--- src/design/srcm_regs.svh ---
// timing counts and register offsets for the relay contact monitor
`ifndef SRCM_REGS_SVH
`define SRCM_REGS_SVH
`define SRCM_CLK_MHZ 250
`define SRCM_MISMATCH_US 50000
`define SRCM_MISMATCH_CYC (`SRCM_MISMATCH_US * `SRCM_CLK_MHZ)
`define SRCM_CTRL_CYCLE_NS 125000
`define SRCM_CTRL_CYCLE_CYC (`SRCM_CTRL_CYCLE_NS / 4)
`define SRCM_INPUT_NS 250000
`define SRCM_INPUT_CYC (`SRCM_INPUT_NS / 4)
`define SRCM_RELEASE_NS 15000000
`define SRCM_RELEASE_CYC (`SRCM_RELEASE_NS / 4)
`define SRCM_SETTLE_CYC 16
`define SRCM_REG_CTRL 4'h0
`define SRCM_REG_STAT 4'h4
`define SRCM_REG_IRQ_STAT 4'h8
`define SRCM_REG_IRQ_CLR 4'hc
`define SRCM_REG_IRQ_EN 4'h4
`define SRCM_CTRL_TEST_BIT 0
`define SRCM_CTRL_CLR_BIT 1
`define SRCM_CTRL_EN_BIT 2
`define SRCM_CTRL_ESTOP_BIT 3
`define SRCM_CTRL_CAT1_BIT 4
`define SRCM_EV_DEFECT 0
`define SRCM_EV_FAULT 1
`define SRCM_EV_PASS 2
`define SRCM_EV_WIDTH 3
`endif

--- src/design/srcm_pkg.sv ---
// types for the relay contact monitor: drive end error codes and fieldbus end release test states
package srcm_pkg;
	typedef enum logic [1:0] {
		SRCM_ERR_NONE,
		SRCM_ERR_MISMATCH,
		SRCM_ERR_ENABLE
	} srcm_err_e;
	typedef enum logic [2:0] {
		SRCM_T_IDLE,
		SRCM_T_BOTH_OFF,
		SRCM_T_FIRST_ON,
		SRCM_T_SECOND_ON,
		SRCM_T_DONE
	} srcm_test_e;
endpackage : srcm_pkg

--- src/design/srcm_if.sv ---
// link between the drive monitor and the fieldbus supervisor
`timescale 1ns/1ps
interface srcm_if;
	logic relay_first_supply;
	logic relay_second_supply;
	logic ctrl_enable;
	logic fault_clear;
	logic aux_contact_first;
	logic aux_contact_second;
	logic drive_fault;
	logic [1:0] drive_err;
	logic motor_moved;
	logic contactor_open;
	modport drive (
		input relay_first_supply, relay_second_supply, ctrl_enable,
		input fault_clear,
		output aux_contact_first, aux_contact_second, drive_fault,
		output drive_err, motor_moved, contactor_open
	);
	modport fieldbus (
		output relay_first_supply, relay_second_supply, ctrl_enable,
		output fault_clear,
		input aux_contact_first, aux_contact_second, drive_fault,
		input drive_err, motor_moved, contactor_open
	);
endinterface : srcm_if

--- src/design/srcm_fieldbus.sv ---
// fieldbus end: supervisor with release test and avalon registers
//
// Local design decisions: the Avalon-MM register port and the register addresses.
`timescale 1ns/1ps
`include "srcm_regs.svh"
module srcm_fieldbus #(
	parameter int SETTLE_CYC = `SRCM_SETTLE_CYC
) (
	input wire logic i_clk,
	input wire logic i_reset_n,
	srcm_if.fieldbus lnk,
	input wire logic [3:0] i_avs_address,
	input wire logic i_avs_read,
	input wire logic i_avs_write,
	input wire logic [31:0] i_avs_writedata,
	output logic [31:0] o_avs_readdata,
	output logic o_avs_waitrequest,
	output logic o_contactor_on,
	output logic o_irq
);
	typedef struct packed {
		logic [4:0] ctrl;
		logic [1:0] aux1;
		logic [1:0] aux2;
		logic [1:0] dflt;
		logic [1:0] mov;
		srcm_pkg::srcm_test_e st;
		logic [15:0] cnt;
		logic defect;
		logic passed;
		logic [`SRCM_EV_WIDTH-1:0] ist;
		logic [`SRCM_EV_WIDTH-1:0] ien;
		logic r1;
		logic r2;
		logic en;
		logic contactor;
		logic [31:0] rdata;
		logic ack;
		logic irq;
	} srcm_fb_s;
	srcm_fb_s q, d;
	logic [`SRCM_EV_WIDTH-1:0] ev;
	logic bad;
	logic req;

	always_comb begin
		d = q;
		ev = '0;
		req = (i_avs_read || i_avs_write) && !q.ack;
		d.aux1 = {q.aux1[0], lnk.aux_contact_first};
		d.aux2 = {q.aux2[0], lnk.aux_contact_second};
		d.dflt = {q.dflt[0], lnk.drive_fault};
		d.mov = {q.mov[0], lnk.motor_moved};
		bad = 1'b0;
		d.cnt = q.cnt + 16'h1;
		unique case (q.st)
			srcm_pkg::SRCM_T_IDLE: begin
				d.cnt = '0;
				if (q.ctrl[`SRCM_CTRL_TEST_BIT] && !q.ctrl[`SRCM_CTRL_ESTOP_BIT]) begin
					d.st = srcm_pkg::SRCM_T_BOTH_OFF;
					d.defect = 1'b0;
					d.passed = 1'b0;
				end
			end
			srcm_pkg::SRCM_T_BOTH_OFF,
			srcm_pkg::SRCM_T_FIRST_ON,
			srcm_pkg::SRCM_T_SECOND_ON: begin
				d.r1 = (q.st == srcm_pkg::SRCM_T_FIRST_ON);
				d.r2 = (q.st == srcm_pkg::SRCM_T_SECOND_ON);
				d.en = 1'b1;
				if (q.cnt == 16'(SETTLE_CYC)) begin
					bad = q.mov[1] || q.aux1[1] != q.r1 ||
						q.aux2[1] != q.r2;
					d.cnt = '0;
					d.en = 1'b0;
					if (bad) begin
						d.defect = 1'b1;
						d.st = srcm_pkg::SRCM_T_DONE;
						ev[`SRCM_EV_DEFECT] = 1'b1;
					end else if (q.st == srcm_pkg::SRCM_T_SECOND_ON) begin
						d.passed = 1'b1;
						d.st = srcm_pkg::SRCM_T_DONE;
						ev[`SRCM_EV_PASS] = 1'b1;
					end else begin
						d.st = (q.st == srcm_pkg::SRCM_T_BOTH_OFF) ?
							srcm_pkg::SRCM_T_FIRST_ON : srcm_pkg::SRCM_T_SECOND_ON;
					end
				end
			end
			srcm_pkg::SRCM_T_DONE: begin
				d.r1 = 1'b0;
				d.r2 = 1'b0;
				d.en = 1'b0;
				if (!q.ctrl[`SRCM_CTRL_TEST_BIT]) begin
					d.st = srcm_pkg::SRCM_T_IDLE;
				end
			end
			default: d.st = srcm_pkg::SRCM_T_IDLE;
		endcase
		if (q.st == srcm_pkg::SRCM_T_IDLE) begin
			d.r1 = q.ctrl[`SRCM_CTRL_EN_BIT];
			d.r2 = q.ctrl[`SRCM_CTRL_EN_BIT];
			// enable only once both contacts confirm the relays
			d.en = q.ctrl[`SRCM_CTRL_EN_BIT] && !q.defect &&
				q.aux1[1] && q.aux2[1];
		end
		// plausibility in normal run: the two contacts must agree and the drive must report no fault
		if (q.st == srcm_pkg::SRCM_T_IDLE && (q.aux1[1] != q.aux2[1] ||
			q.dflt[1])) begin
			ev[`SRCM_EV_FAULT] = 1'b1;
		end
		d.contactor = !(q.defect || q.dflt[1] || ev[`SRCM_EV_FAULT] ||
			q.ctrl[`SRCM_CTRL_ESTOP_BIT] && !q.ctrl[`SRCM_CTRL_CAT1_BIT]);
		if (q.ctrl[`SRCM_CTRL_ESTOP_BIT]) begin
			d.en = 1'b0;
			d.r1 = 1'b0;
			d.r2 = 1'b0;
			d.ctrl[`SRCM_CTRL_EN_BIT] = 1'b0;
			if (q.ctrl[`SRCM_CTRL_CAT1_BIT] && !q.mov[1]) begin
				d.contactor = 1'b0;
			end
		end
		d.ack = req;
		if (req && i_avs_write) begin
			unique case (i_avs_address)
				`SRCM_REG_CTRL: d.ctrl = i_avs_writedata[4:0];
				`SRCM_REG_IRQ_CLR: d.ist = q.ist & ~i_avs_writedata[2:0];
				default: ;
			endcase
			if (i_avs_address == `SRCM_REG_STAT) begin
				d.ien = i_avs_writedata[2:0];
			end
		end
		if (req && i_avs_read) begin
			unique case (i_avs_address)
				`SRCM_REG_CTRL: d.rdata = {27'h0, q.ctrl};
				`SRCM_REG_STAT: d.rdata = {16'h0, 5'h0, q.st, q.passed,
					q.defect, q.dflt[1], q.aux2[1], q.aux1[1], q.ien};
				`SRCM_REG_IRQ_STAT: d.rdata = {29'h0, q.ist};
				default: d.rdata = 32'h0;
			endcase
		end
		d.ist = d.ist | ev;
		d.irq = |(d.ist & d.ien);
	end

	always_ff @(posedge i_clk or negedge i_reset_n) begin
		if (!i_reset_n) begin
			q <= '0;
		end else begin
			q <= d;
		end
	end

	assign o_avs_readdata = q.rdata;
	assign o_avs_waitrequest = !q.ack;
	assign o_contactor_on = q.contactor;
	assign o_irq = q.irq;
	assign lnk.relay_first_supply = q.r1;
	assign lnk.relay_second_supply = q.r2;
	assign lnk.ctrl_enable = q.en;
	assign lnk.fault_clear = q.ctrl[`SRCM_CTRL_CLR_BIT];
endmodule : srcm_fieldbus

--- src/flat_wrapper.sv ---
// flat-port wrapper written by rule: the top's interface ports become plain ports
module srcm_fieldbus_flat 
#(
	parameter int SETTLE_CYC = `SRCM_SETTLE_CYC
)
  (i_clk, i_reset_n, i_avs_address, i_avs_read, i_avs_write, i_avs_writedata, o_avs_readdata, o_avs_waitrequest, o_contactor_on, o_irq, lnk_relay_first_supply, lnk_relay_second_supply, lnk_ctrl_enable, lnk_fault_clear, lnk_aux_contact_first, lnk_aux_contact_second, lnk_drive_fault, lnk_drive_err, lnk_motor_moved, lnk_contactor_open);
  srcm_if lnk_i ();
  input wire logic i_clk;
  input wire logic i_reset_n;
  input wire logic [3:0] i_avs_address;
  input wire logic i_avs_read;
  input wire logic i_avs_write;
  input wire logic [31:0] i_avs_writedata;
  output logic [31:0] o_avs_readdata;
  output logic o_avs_waitrequest;
  output logic o_contactor_on;
  output logic o_irq;
  output wire logic [$bits(lnk_i.relay_first_supply)-1:0] lnk_relay_first_supply;
  output wire logic [$bits(lnk_i.relay_second_supply)-1:0] lnk_relay_second_supply;
  output wire logic [$bits(lnk_i.ctrl_enable)-1:0] lnk_ctrl_enable;
  output wire logic [$bits(lnk_i.fault_clear)-1:0] lnk_fault_clear;
  input wire logic [$bits(lnk_i.aux_contact_first)-1:0] lnk_aux_contact_first;
  input wire logic [$bits(lnk_i.aux_contact_second)-1:0] lnk_aux_contact_second;
  input wire logic [$bits(lnk_i.drive_fault)-1:0] lnk_drive_fault;
  input wire logic [$bits(lnk_i.drive_err)-1:0] lnk_drive_err;
  input wire logic [$bits(lnk_i.motor_moved)-1:0] lnk_motor_moved;
  input wire logic [$bits(lnk_i.contactor_open)-1:0] lnk_contactor_open;
  assign lnk_relay_first_supply = lnk_i.relay_first_supply;
  assign lnk_relay_second_supply = lnk_i.relay_second_supply;
  assign lnk_ctrl_enable = lnk_i.ctrl_enable;
  assign lnk_fault_clear = lnk_i.fault_clear;
  assign lnk_i.aux_contact_first = lnk_aux_contact_first;
  assign lnk_i.aux_contact_second = lnk_aux_contact_second;
  assign lnk_i.drive_fault = lnk_drive_fault;
  assign lnk_i.drive_err = lnk_drive_err;
  assign lnk_i.motor_moved = lnk_motor_moved;
  assign lnk_i.contactor_open = lnk_contactor_open;
  srcm_fieldbus #(.SETTLE_CYC(SETTLE_CYC)) u_core (.i_clk(i_clk), .i_reset_n(i_reset_n), .lnk(lnk_i), .i_avs_address(i_avs_address), .i_avs_read(i_avs_read), .i_avs_write(i_avs_write), .i_avs_writedata(i_avs_writedata), .o_avs_readdata(o_avs_readdata), .o_avs_waitrequest(o_avs_waitrequest), .o_contactor_on(o_contactor_on), .o_irq(o_irq));
endmodule
--- config.mk ---
export PLATFORM = sky130hd
export DESIGN_NAME = srcm_fieldbus_flat
export DESIGN_NICKNAME = d
export VERILOG_FILES = /design/src/design/srcm_pkg.sv /design/src/design/srcm_if.sv /design/src/design/srcm_fieldbus.sv /design/src/flat_wrapper.sv
export VERILOG_INCLUDE_DIRS = /design/src /design/src/design
export SDC_FILE = /design/constraint.sdc
export NUM_CORES = 1
export LEC_CHECK = 0
export BUFFER_PORTS_ARGS = -buffer_cell sky130_fd_sc_hd__buf_2
export CAP_MARGIN = 20
export CORE_UTILIZATION = 55
export CTS_CLUSTER_DIAMETER = 120
export DETAILED_ROUTE_END_ITERATION = 8
export PLACE_DENSITY_LB_ADDON = 0.3
export SYNTH_ARGS = -nofsm -noshare
export SYNTH_HDL_FRONTEND = slang
export SYNTH_SLANG_ARGS = --single-unit
--- constraint.sdc ---
create_clock -name i_clk -period 3.1 [get_ports i_clk]
set_input_delay 0.155 -clock i_clk [delete_from_list [all_inputs] [get_ports i_clk]]
set_output_delay 0.155 -clock i_clk [all_outputs]
set_load 0.01 [all_outputs]
==> implementation parameters, run 1 <==
Parameter                              Value

STA
  Pins over their slew limit    0
  Final Hold Viols    0
  Number of endpoints failing setup at the final stage    0
  Maximum clock frequency    0.459 GHz
  Period minus WS final    2180 ps
  Actual transition at the worst max-transition pin    790 ps
  Worst slew margin    0.473
  Worst slack on hold paths    55.2 ps
  Total negative slack    0 ps
  Largest clock skew in the final design    9.43 ps
  Part of the cycle the worst path needs    0.702
  Unrepaired setup endpoints after global routing    no

Setup path
  Kind of cell adding the most delay to the critical path    simple AND/OR/NAND/NOR gates
  Crit Path Class    flip-flop to flip-flop
  Max stage delay on crit path    600 ps
  Kind of start point of the critical path    flip-flop
  Critical path buffer and inverter count    0
  CP max stage cell    nor4b_1
  Critical path peak fanout    16
  Arrival time of the worst setup path    2360 ps
  Cell-by-cell listing of the critical path    nor4b_1, a41oi_1, nor2_2, nor2_1
  Worst setup EP type    flip-flop
  WP data required    3280 ps

Clock network
  Insertion delay of the later-clocked pin in the worst-skew pair    330 ps
  Clock tree from TritonCTS    built
  Number of sinks driven by the clock tree    57
  Clock transition at the registers of the reported paths    70 ps
  Clk buf depth    2
  Root cell of the clock tree    clkbuf_8
  H-Tree Level Count    3
  Number of clock buffers inserted by TritonCTS    9

Hold path
  Min-delay worst type    primary input to flip-flop

Status
  Outcome    finished clean

Floorplan
  Core Region    4880 µm²
  Top-level I/O count    86
  Die area    5540 µm²
  Initial Util    0.591
  Height of the chip    74.4 µm
  Width of the die    74.4 µm
  Placement Rows    25

Routing
  Routed wire length    5410 µm
  DR pass1 iterations    5
  WL per Instance    14.1 µm
  Vias    2088
  Total DRC errors in the routed layout    0
  Initial DRC Count    120
  Number of antenna-violating nets in the routed design    0
  Number of vias per cell after detailed routing    5.44

Power
  Leak Pwr    1.51 nW
  Power Total    2.22 mW
  Power per cell area    688 nW/µm²
  Maximum vdd drop    0.390 mV

Yosys
  Sequential-to-total area share from yosys stat    0.494
  Mapped cell area    2890 µm²
  Number of unique standard cell types used by synthesis    51
  Most used DFF post-synth    dfrtp_1
  Warning count from the yosys run    0
  Fraction of synthesis flops using an asynchronous set or reset pin    1.00
  Number of flops mapped to enable cells by yosys    0
  Synthesized netlist cell count    281
  Post-Synthesis Mean Instance Area    10.3 µm²
  Number of flip-flops and latches in the synthesized netlist    57

Placement
  Detailed Place HPWL    3770 µm
  Quantity of I/O buffers inserted on ports    34
  Last weighted congestion value of the routability-driven placer    0.857
  Cell total after placement    363

GRT
  Number of antenna violations at the first check in global routing    0
  GRT Util Overall    0.221
  Maximum number of pins on one net before global-route repair    37
  First-pass GRT wire length    8860 µm
  Total overflow reported by the global router    0
  Via count of the first global-routing pass    1848

Final layout
  Synth-to-Final Area Change    11.5%
  NumNets Final    361
  Antenna Cells    0
  Share of final-layout standard cells stronger than drive strength 1    0.202
  Non-filler cells in the finished layout    384

Job
  Max-cap violations    0
==> Yosys cell counts (all sizes together), types with 3 or more instances <==
cell type,instances,area [µm²]
nand4b,3,26.3
nor2,26,100
and2,3,18.8
or3,5,36.3
nand3,7,52.6
xnor2,10,87.6
a21oi,6,33.8
clkbuf,7,26.3
a41oi,3,26.3
nor3b,3,22.5
or2,4,25.0
o21ai,10,50.1
nor4,7,43.8
nor3,5,25.0
nand2,15,56.3
mux2i,7,70.1
dfrtp,57,1430
mux2,4,45.0
inv,15,56.3
nor2b,5,31.3
buf,33,248
a22o,9,78.8
nand4,3,18.8
xor2,4,35.0
o31ai,3,22.5
==> cell families after synthesis <==
| logic type | count (synthesis) | share of synthesized area |
|---|---|---|
| compound gates | 45 | 0.112 |
| buf+inv | 55 | 0.114 |
| flops | 57 | 0.494 |
| fa+ha+maj | 3 | 0.0121 |
| other cells | 1 | 0.00130 |
| xor+xnor | 14 | 0.0425 |
| simple gates | 95 | 0.183 |
| mux | 11 | 0.0399 |
==> worst paths after layout <==
path	slack, ps	start	endpoint	cells past startpoint
max	920	u_core.q[52]	u_core.q[52]	4
min	60	i_avs_read	u_core.q[1]	3
max reg2reg	920	u_core.q[52]	u_core.q[52]	4
min reg2reg	350	u_core.d[66]	u_core.q[66]	0
max in group asynchronous	1890	i_reset_n	u_core.o_avs_readdata[7]	3
min in group asynchronous	440	i_reset_n	u_core.q[52]	2
==> sequential cells by signal (all words and copies together), names as in the netlist <==
register,count
u_core.lnk.fault_clear,1
u_core.q,36
u_core.d,4
u_core.o_contactor_on,1
u_core.lnk.ctrl_enable,1
u_core.o_avs_readdata,11
u_core.lnk.relay_first_supply,1
u_core.lnk.relay_second_supply,1
u_core.o_irq,1
==> report_power, final <==
part / leakage, nW / switching (mW) / internal [mW]
Sequential: 0.737 / 0.133 / 0.867
Combinational: 0.658 / 0.256 / 0.191
Clock: 0.113 / 0.296 / 0.473
Total: 1.51 / 0.684 / 1.53
==> worst reg2reg max path, stage by stage (launching register included) <==
cell     delay (ps)
dfrtp_1         440
nor4b_1         600
a41oi_1         260
nor2_2          580
nor2_1          150
==> layout make-up <==
type / count / area (µm²)
Timing Repair Buffer: 40 / 228
Clock inverter: 5 / 78.8
Multi-Input combinational cell: 189 / 1200
Fill cell: 408 / 1660
Inverter: 15 / 56.3
Tap cell: 67 / 83.8
Sequential cell: 57 / 1430
Clock buffer: 11 / 141
==> stage by stage <==
| step | cell area, µm² | utilization | setup WS, ps |
|---|---|---|---|
| after floorplan | 2960 | - | 1470 |
| after global placement | 2950 | 0.604 | 1060 |
| after detailed placement | 2950 | 0.604 | 962 |
| after CTS | 3220 | 0.659 | 934 |
| after global routing | 3220 | 0.659 | 824 |
| final | 3220 | 0.659 | 923 |
==> what timing repair did <==
item | CTS | global route
gates resized for setup | 0 | 0
setup buffers | 0 | 0
hold buffers | 5 | 0
hold endpoints to repair | 39 | 0
endpoints found under the setup margin | 0 | 0
==> per-layer routing <==
metal / share of wire / routed length [µm] / global-route usage / vias up
li1: - / - / - / 997
met1: 0.48 / 2620 / 0.324 / 996
met2: 0.44 / 2390 / 0.307 / 87
met3: 0.061 / 329 / 0.0501 / 8
met4: 0.012 / 63 / 0.107 / 0
met5: 0 / 0 / 0 / -
==> layout by cell type (no fill, tap or decap), drive strengths merged, types with 5 or more instances in the layout <==
| cell | n |
|---|---|
| buf | 35 |
| a21oi | 6 |
| conb | 21 |
| inv | 15 |
| nor3 | 5 |
| mux2i | 7 |
| o21ai | 10 |
| dfrtp | 57 |
| a22o | 9 |
| nand2 | 15 |
| dlygate4sd3 | 5 |
| or3 | 5 |
| clkbuf | 11 |
| nor4 | 7 |
| nand3 | 7 |
| nor2 | 26 |
| xnor2 | 10 |
| nor2b | 5 |
Power figures use the tool's default switching activity.
==> inputs of run 2 (changes only) <==
--- a/config.mk
+++ b/config.mk
@@ -8,7 +8,7 @@
 export LEC_CHECK = 0
 export BUFFER_PORTS_ARGS = -buffer_cell sky130_fd_sc_hd__buf_2
 export CAP_MARGIN = 20
-export CORE_UTILIZATION = 55
+export CORE_UTILIZATION = 51
 export CTS_CLUSTER_DIAMETER = 120
 export DETAILED_ROUTE_END_ITERATION = 8
 export PLACE_DENSITY_LB_ADDON = 0.3
==> constraint.sdc (replaced) <==
create_clock -name i_clk -period 2.12 [get_ports i_clk]
set_input_delay 0.106 -clock i_clk [delete_from_list [all_inputs] [get_ports i_clk]]
set_output_delay 0.106 -clock i_clk [all_outputs]
set_load 0.01 [all_outputs]
==> run 2 against run 1 <==
Effect of this change:
- die area rose by 7.6%
- critical path type unchanged
- fmax rose by 22%
- clock-buffer cell count fell by 1
- sequential share of layout area fell by 0.46 points
==> implementation parameters, run 2 (synthesis results as in run 1) <==
Parameter                              Value

Status
  Outcome    finished clean

Setup path
  Critical path buffer and inverter count    1 (+1)
  Number of cells on the critical path    5 (+1)
  Length in cells of the worst reg-to-reg path    5 (+1)
  WP data required    2390 ps (-890 ps)
  Kind of cell adding the most delay to the critical path    simple AND/OR/NAND/NOR gates
  Crit Path Class    flip-flop to flip-flop
  Kind of start point of the critical path    flip-flop
  CP max stage cell    dfrtp_1
  Worst setup EP type    flip-flop
  Cell-by-cell listing of the critical path    nor4b_1, buf_4, nand4_1, nor4_1, o21a_1
  Critical path peak fanout    5 (-11)
  Arrival time of the worst setup path    2050 ps (-310 ps)
  Max stage delay on crit path    440 ps (-160 ps)

STA
  Worst slew margin    0.600 (+0.127)
  Maximum clock frequency    0.560 GHz (+22%)
  Final Hold Viols    0 (unchanged)
  Pins over their slew limit    0 (unchanged)
  Unrepaired setup endpoints after global routing    no
  Number of endpoints failing setup at the final stage    0 (unchanged)
  Part of the cycle the worst path needs    0.843 (+0.140)
  Period minus WS final    1790 ps (-391 ps)
  Actual transition at the worst max-transition pin    600 ps (-191 ps)
  Final worst slack    334 ps (-589 ps)
  Total negative slack    0 ps (unchanged)
  Largest clock skew in the final design    13.5 ps (+4.07 ps)

Clock network
  Buffers inserted by post-CTS timing repair    0 (unchanged)
  Number of clock buffers inserted by TritonCTS    9 (unchanged)
  Clock tree from TritonCTS    built
  Clock transition at the registers of the reported paths    60 ps (about the same)
  Root cell of the clock tree    clkbuf_8
  Clk buf depth    2 (unchanged)
  H-Tree Level Count    3 (unchanged)
  Insertion delay of the later-clocked pin in the worst-skew pair    340 ps (about the same)
  Number of sinks driven by the clock tree    57 (unchanged)

Final layout
  Register name with the most flops    u_core.q
  Share of final-layout standard cells stronger than drive strength 1    0.209 (+0.00748)
  Synth-to-Final Area Change    12.7%
  Most common cell after layout, fill and taps aside    dfrtp_1
  Antenna Cells    0 (unchanged)
  Storage cell area    1430 µm² (unchanged)
  Fill cell total of the finished layout    481 (+18%)
  NumNets Final    366 (+1.4%)
  Max reg flops    36 (unchanged)
  Commonest cells after routing, fill and taps aside    dfrtp_1, buf_2, nor2_1
  Combined area of the multi-input logic cells    1200 µm² (unchanged)

Routing
  Total DRC errors in the routed layout    0 (unchanged)
  DR pass1 iterations    4 (-1)
  WL per Instance    13.7 µm (-2.7%)
  Routed wire length    5370 µm (-0.63%)
  Vias    2073 (-0.72%)
  Initial DRC Count    74 (-38%)
  Number of antenna-violating nets in the routed design    0 (unchanged)
  Number of vias per cell after detailed routing    5.29 (-2.7%)

Power
  Leak Pwr    1.53 nW (+1.2%)
  Power per cell area    959 nW/µm² (+39%)
  Maximum vdd drop    0.646 mV (+66%)

Hold path
  Min-delay worst type    primary input to flip-flop
  Worst hold path cell count    2 (-1)

GRT
  Number of antenna violations at the first check in global routing    0 (unchanged)
  Via count of the first global-routing pass    2001 (+8.3%)
  First-pass GRT wire length    9250 µm (+4.4%)
  Total overflow reported by the global router    0 (unchanged)
  GRT Util Overall    0.205 (-0.0154)
  Maximum number of pins on one net before global-route repair    34 (-8.1%)

Floorplan
  Top-level I/O count    86 (unchanged)
  Die area    5960 µm² (+7.6%)
  Height of the chip    77.2 µm (+3.7%)
  Width of the die    77.2 µm (+3.7%)
  Placement Rows    27 (+8.0%)
  Core Region    5470 µm² (+12%)
  Initial Util    0.527 (-0.0641)

Placement
  Quantity of I/O buffers inserted on ports    34 (unchanged)
  Detailed Place HPWL    3790 µm (+0.35%)
  Dpl ws    371 ps (-590 ps)
  Last weighted congestion value of the routability-driven placer    0.841 (-1.8%)

Job
  Max-cap violations    0 (unchanged)
run 2: timing repair:
item                                   CTS  global route
gates resized for setup                  0             0
hold buffers                             6             0
setup endpoints to repair                0             0
endpoints found under the hold margin   29             0
run 2: worst paths after layout:
path / from / endpoint / slack, ps
setup / recovery: u_core.q[52] / u_core.q[45] / 330
hold / removal: i_avs_writedata[4] / u_core.q[77] / 10
setup reg to reg: u_core.q[52] / u_core.q[45] / 330
hold reg to reg: u_core.d[72] / u_core.q[72] / 350
max in group asynchronous: i_reset_n / u_core.o_avs_readdata[4] / 1220
min in group asynchronous: i_reset_n / u_core.q[55] / 320
run 2: layout make-up:
type | instances | area share
timing repair buffer | 45 | 0.0900
tap | 72 | 0.0277
sequential | 57 | 0.439
clock buffer | 10 | 0.0423
clock inverter | 4 | 0.0139
inverter | 15 | 0.0173
multi-input combinational | 189 | 0.370
run 2: stage by stage:
stage	cells	cell area, µm²	hold slack (ps)	utilization	power (mW)
final	392	3250	14.1	0.594	3.12
after global routing	392	3250	20.0	0.594	3.32
after CTS	392	3250	1.03	0.594	3.14
after detailed placement	372	3010	144	0.550	2.17
after global placement	372	3010	137	0.550	2.15
after floorplan	301	2960	-190	-	1.94
run 2: per-layer routing:
| metal | GRT usage | vias up | wire (µm) |
|---|---|---|---|
| met5 | 0 | - | 0 |
| met2 | 0.304 | 58 | 2400 |
| met1 | 0.283 | 993 | 2640 |
| met4 | 0.102 | 0 | 119 |
| met3 | 0.0452 | 12 | 212 |
| li1 | - | 1010 | - |
run 2: where the power goes:
group          switching (mW)  internal [mW]
logic                   0.388          0.318
clock network           0.401          0.554
registers               0.188           1.27
total                   0.977           2.14
==> inputs of run 3 (changes only) <==
--- a/config.mk
+++ b/config.mk
@@ -8,7 +8,7 @@
 export LEC_CHECK = 0
 export BUFFER_PORTS_ARGS = -buffer_cell sky130_fd_sc_hd__buf_2
 export CAP_MARGIN = 20
-export CORE_UTILIZATION = 51
+export CORE_UTILIZATION = 46
 export CTS_CLUSTER_DIAMETER = 120
 export DETAILED_ROUTE_END_ITERATION = 8
 export PLACE_DENSITY_LB_ADDON = 0.3
==> constraint.sdc (replaced) <==
create_clock -name i_clk -period 1.6 [get_ports i_clk]
set_input_delay 0.08 -clock i_clk [delete_from_list [all_inputs] [get_ports i_clk]]
set_output_delay 0.08 -clock i_clk [all_outputs]
set_load 0.01 [all_outputs]
==> run 3 against run 2 <==
Effect of this change:
- worst setup slack got worse by 320 ps
- global-route usage decreased by 0.81 points
- power increased by 44%
- flip-flop and latch count unchanged
- fmax increased by 13%
- register-to-register slack got worse by 320 ps
- final area increased by 13%
- routed wire length increased by 10%
- combinational power increased by 97%
- first-iteration DRC count increased by 72%
- critical path depth increased by 1
- cell count increased by 12%
- critical endpoint is now u_core.o_irq
- highest routed layer unchanged
==> implementation parameters, run 3 (synthesis results as in run 1) <==
Parameter                              Value

Setup path
  Critical path peak fanout    5 (unchanged)
  CP max stage cell    dfrtp_1
  Cell-by-cell listing of the critical path    inv_1, ha_2, nor3b_4, and4_4, a32oi_2, o221ai_1
  Critical path buffer and inverter count    1 (unchanged)
  Kind of cell adding the most delay to the critical path    simple AND/OR/NAND/NOR gates
  Kind of start point of the critical path    flip-flop
  Worst setup EP type    flip-flop
  Max stage delay on crit path    420 ps (-20 ps)
  Flop-to-flop setup slack    20 ps (-320 ps)
  Crit Path Class    flip-flop to flip-flop
  Arrival time of the worst setup path    1820 ps (-230 ps)
  WP data required    1830 ps (-560 ps)

Routing
  Total DRC errors in the routed layout    0 (unchanged)
  DR pass1 iterations    4 (unchanged)
  Initial DRC Count    127 (+72%)
  Vias    2187 (+5.5%)
  Number of vias per cell after detailed routing    4.99 (-5.6%)
  WL per Instance    13.5 µm (-1.3%)
  Number of antenna-violating nets in the routed design    0 (unchanged)
  Routed wire length    5920 µm (+10%)

STA
  Final Hold Viols    0 (unchanged)
  Part of the cycle the worst path needs    0.989 (+0.147)
  Largest clock skew in the final design    9.81 ps (-3.70 ps)
  Total negative slack    0 ps (unchanged)
  Period minus WS final    1580 ps (-203 ps)
  Maximum clock frequency    0.632 GHz (+13%)
  Number of endpoints failing setup at the final stage    0 (unchanged)
  Worst slack on hold paths    12.7 ps (-1.40 ps)
  Pins over their slew limit    0 (unchanged)
  Unrepaired setup endpoints after global routing    yes

Floorplan
  Placement Rows    28 (+3.7%)
  Top-level I/O count    86 (unchanged)
  Initial Util    0.482 (-0.0456)
  Width of the die    81.2 µm (+5.2%)
  Height of the chip    81.2 µm (+5.2%)
  Core Region    5990 µm² (+9.5%)
  Die area    6590 µm² (+11%)

Final layout
  Layout Cell Area excl Fill    3680 µm² (+13%)
  Synth-to-Final Area Change    27.7%
  Max reg flops    36 (unchanged)
  Storage cell area    1430 µm² (+0.44%)
  Share of final-layout standard cells stronger than drive strength 1    0.366 (+0.157)
  Combined area of the multi-input logic cells    1320 µm² (+9.8%)
  Utilization after layout    0.615 (+0.0209)
  Commonest cells after routing, fill and taps aside    dfrtp_1, buf_4, buf_2
  Fill cell total of the finished layout    490 (+1.9%)
  Antenna Cells    0 (unchanged)
  NumNets Final    407 (+11%)
  Most common cell after layout, fill and taps aside    dfrtp_1
  Register name with the most flops    u_core.q

Power
  Power per cell area    1220 nW/µm² (+27%)
  Maximum vdd drop    1.13 mV (+74%)
  Leak Pwr    1.72 nW (+13%)

Clock network
  Clock tree from TritonCTS    built
  Clk buf depth    2 (unchanged)
  Number of sinks driven by the clock tree    57 (unchanged)
  Clock transition at the registers of the reported paths    70 ps (about the same)
  Root cell of the clock tree    clkbuf_8
  Number of clock buffers inserted by TritonCTS    9 (unchanged)
  H-Tree Level Count    3 (unchanged)
  Insertion delay of the later-clocked pin in the worst-skew pair    330 ps (about the same)

Placement
  Last weighted congestion value of the routability-driven placer    0.846 (+0.49%)
  Quantity of I/O buffers inserted on ports    34 (unchanged)
  Instance area at placement    3270 µm² (+8.7%)
  Detailed Place HPWL    4150 µm (+9.4%)

GRT
  Via count of the first global-routing pass    2053 (+2.6%)
  GRT Util Overall    0.197 (-0.00807)
  First-pass GRT wire length    9620 µm (+4.0%)
  Number of antenna violations at the first check in global routing    0 (unchanged)
  Total overflow reported by the global router    0 (unchanged)
  Maximum number of pins on one net before global-route repair    58 (+71%)

Job
  Max-cap violations    0 (unchanged)

Status
  Outcome    finished clean

Hold path
  Min-delay worst type    primary input to flip-flop
## run 3: changes by cell type in the layout (fill, tap and decap cells not counted), sizes merged
cell,before,now
dlygate4sd3,6,9
buf,39,77
bufinv,1,0
clkbuf,10,13
## run 3: area by class of cell
| class | instances | area share |
|---|---|---|
| inverters | 15 | 0.0153 |
| flip-flops and latches | 57 | 0.389 |
| well taps | 75 | 0.0255 |
| clock inverters | 3 | 0.00407 |
| clock buffers | 13 | 0.0431 |
| multi-input cells | 189 | 0.359 |
| repair buffers | 86 | 0.165 |
## run 3: per-layer routing
metal,track usage,vias to the layer above,share of wire
li1,-,1084,-
met2,0.295,70,0.46
met4,0.0804,0,0.018
met5,0,-,0
met1,0.266,1024,0.48
met3,0.0573,9,0.049
## run 3: final timing paths
| kind | startpoint | endpoint | depth (start not counted) |
|---|---|---|---|
| worst max-delay path | u_core.q[46] | u_core.o_irq | 6 |
| worst min-delay path | i_avs_writedata[1] | u_core.lnk.fault_clear | 2 |
| worst max register to register | u_core.q[46] | u_core.o_irq | 6 |
| worst min register to register | u_core.d[72] | u_core.q[72] | 0 |
| max in group asynchronous | i_reset_n | u_core.q[51] | 3 |
| min in group asynchronous | i_reset_n | u_core.q[1] | 3 |
## run 3: where the power goes
part           switching [mW]  total [mW]  leakage, nW  internal (mW)
logic                   0.679        1.39        0.899          0.707
clock network           0.549        1.19       0.0932          0.640
registers               0.226        1.91        0.730           1.69
## run 3: what timing repair did
| item | CTS | global route |
|---|---|---|
| hold endpoints to repair | 64 | 0 |
| pin swaps | 2 | 18 |
| hold buffers | 9 | 0 |
| resized for setup | 4 | 30 |
| setup endpoints to repair | 3 | 22 |
| buffers inserted | 1 | 3 |
| gates cloned | 0 | 0 |
## run 3: per-stage QoR
| stage | power (mW) | setup slack, ps | std cells |
|---|---|---|---|
| global placement | 3.02 | -14.7 | 409 |
| finish | 4.49 | 17.1 | 438 |
| detailed placement | 3.05 | -35.9 | 409 |
| floorplan | 2.59 | -31.7 | 301 |
| global route | 4.75 | -58.8 | 438 |
| CTS | 4.31 | -35.8 | 435 |
## run 3: worst register-to-register path: stages, from the launching register on
cell	delay, ps
dfrtp_1	420
inv_1	80
ha_2	170
nor3b_4	210
and4_4	290
a32oi_2	120
o221ai_1	200
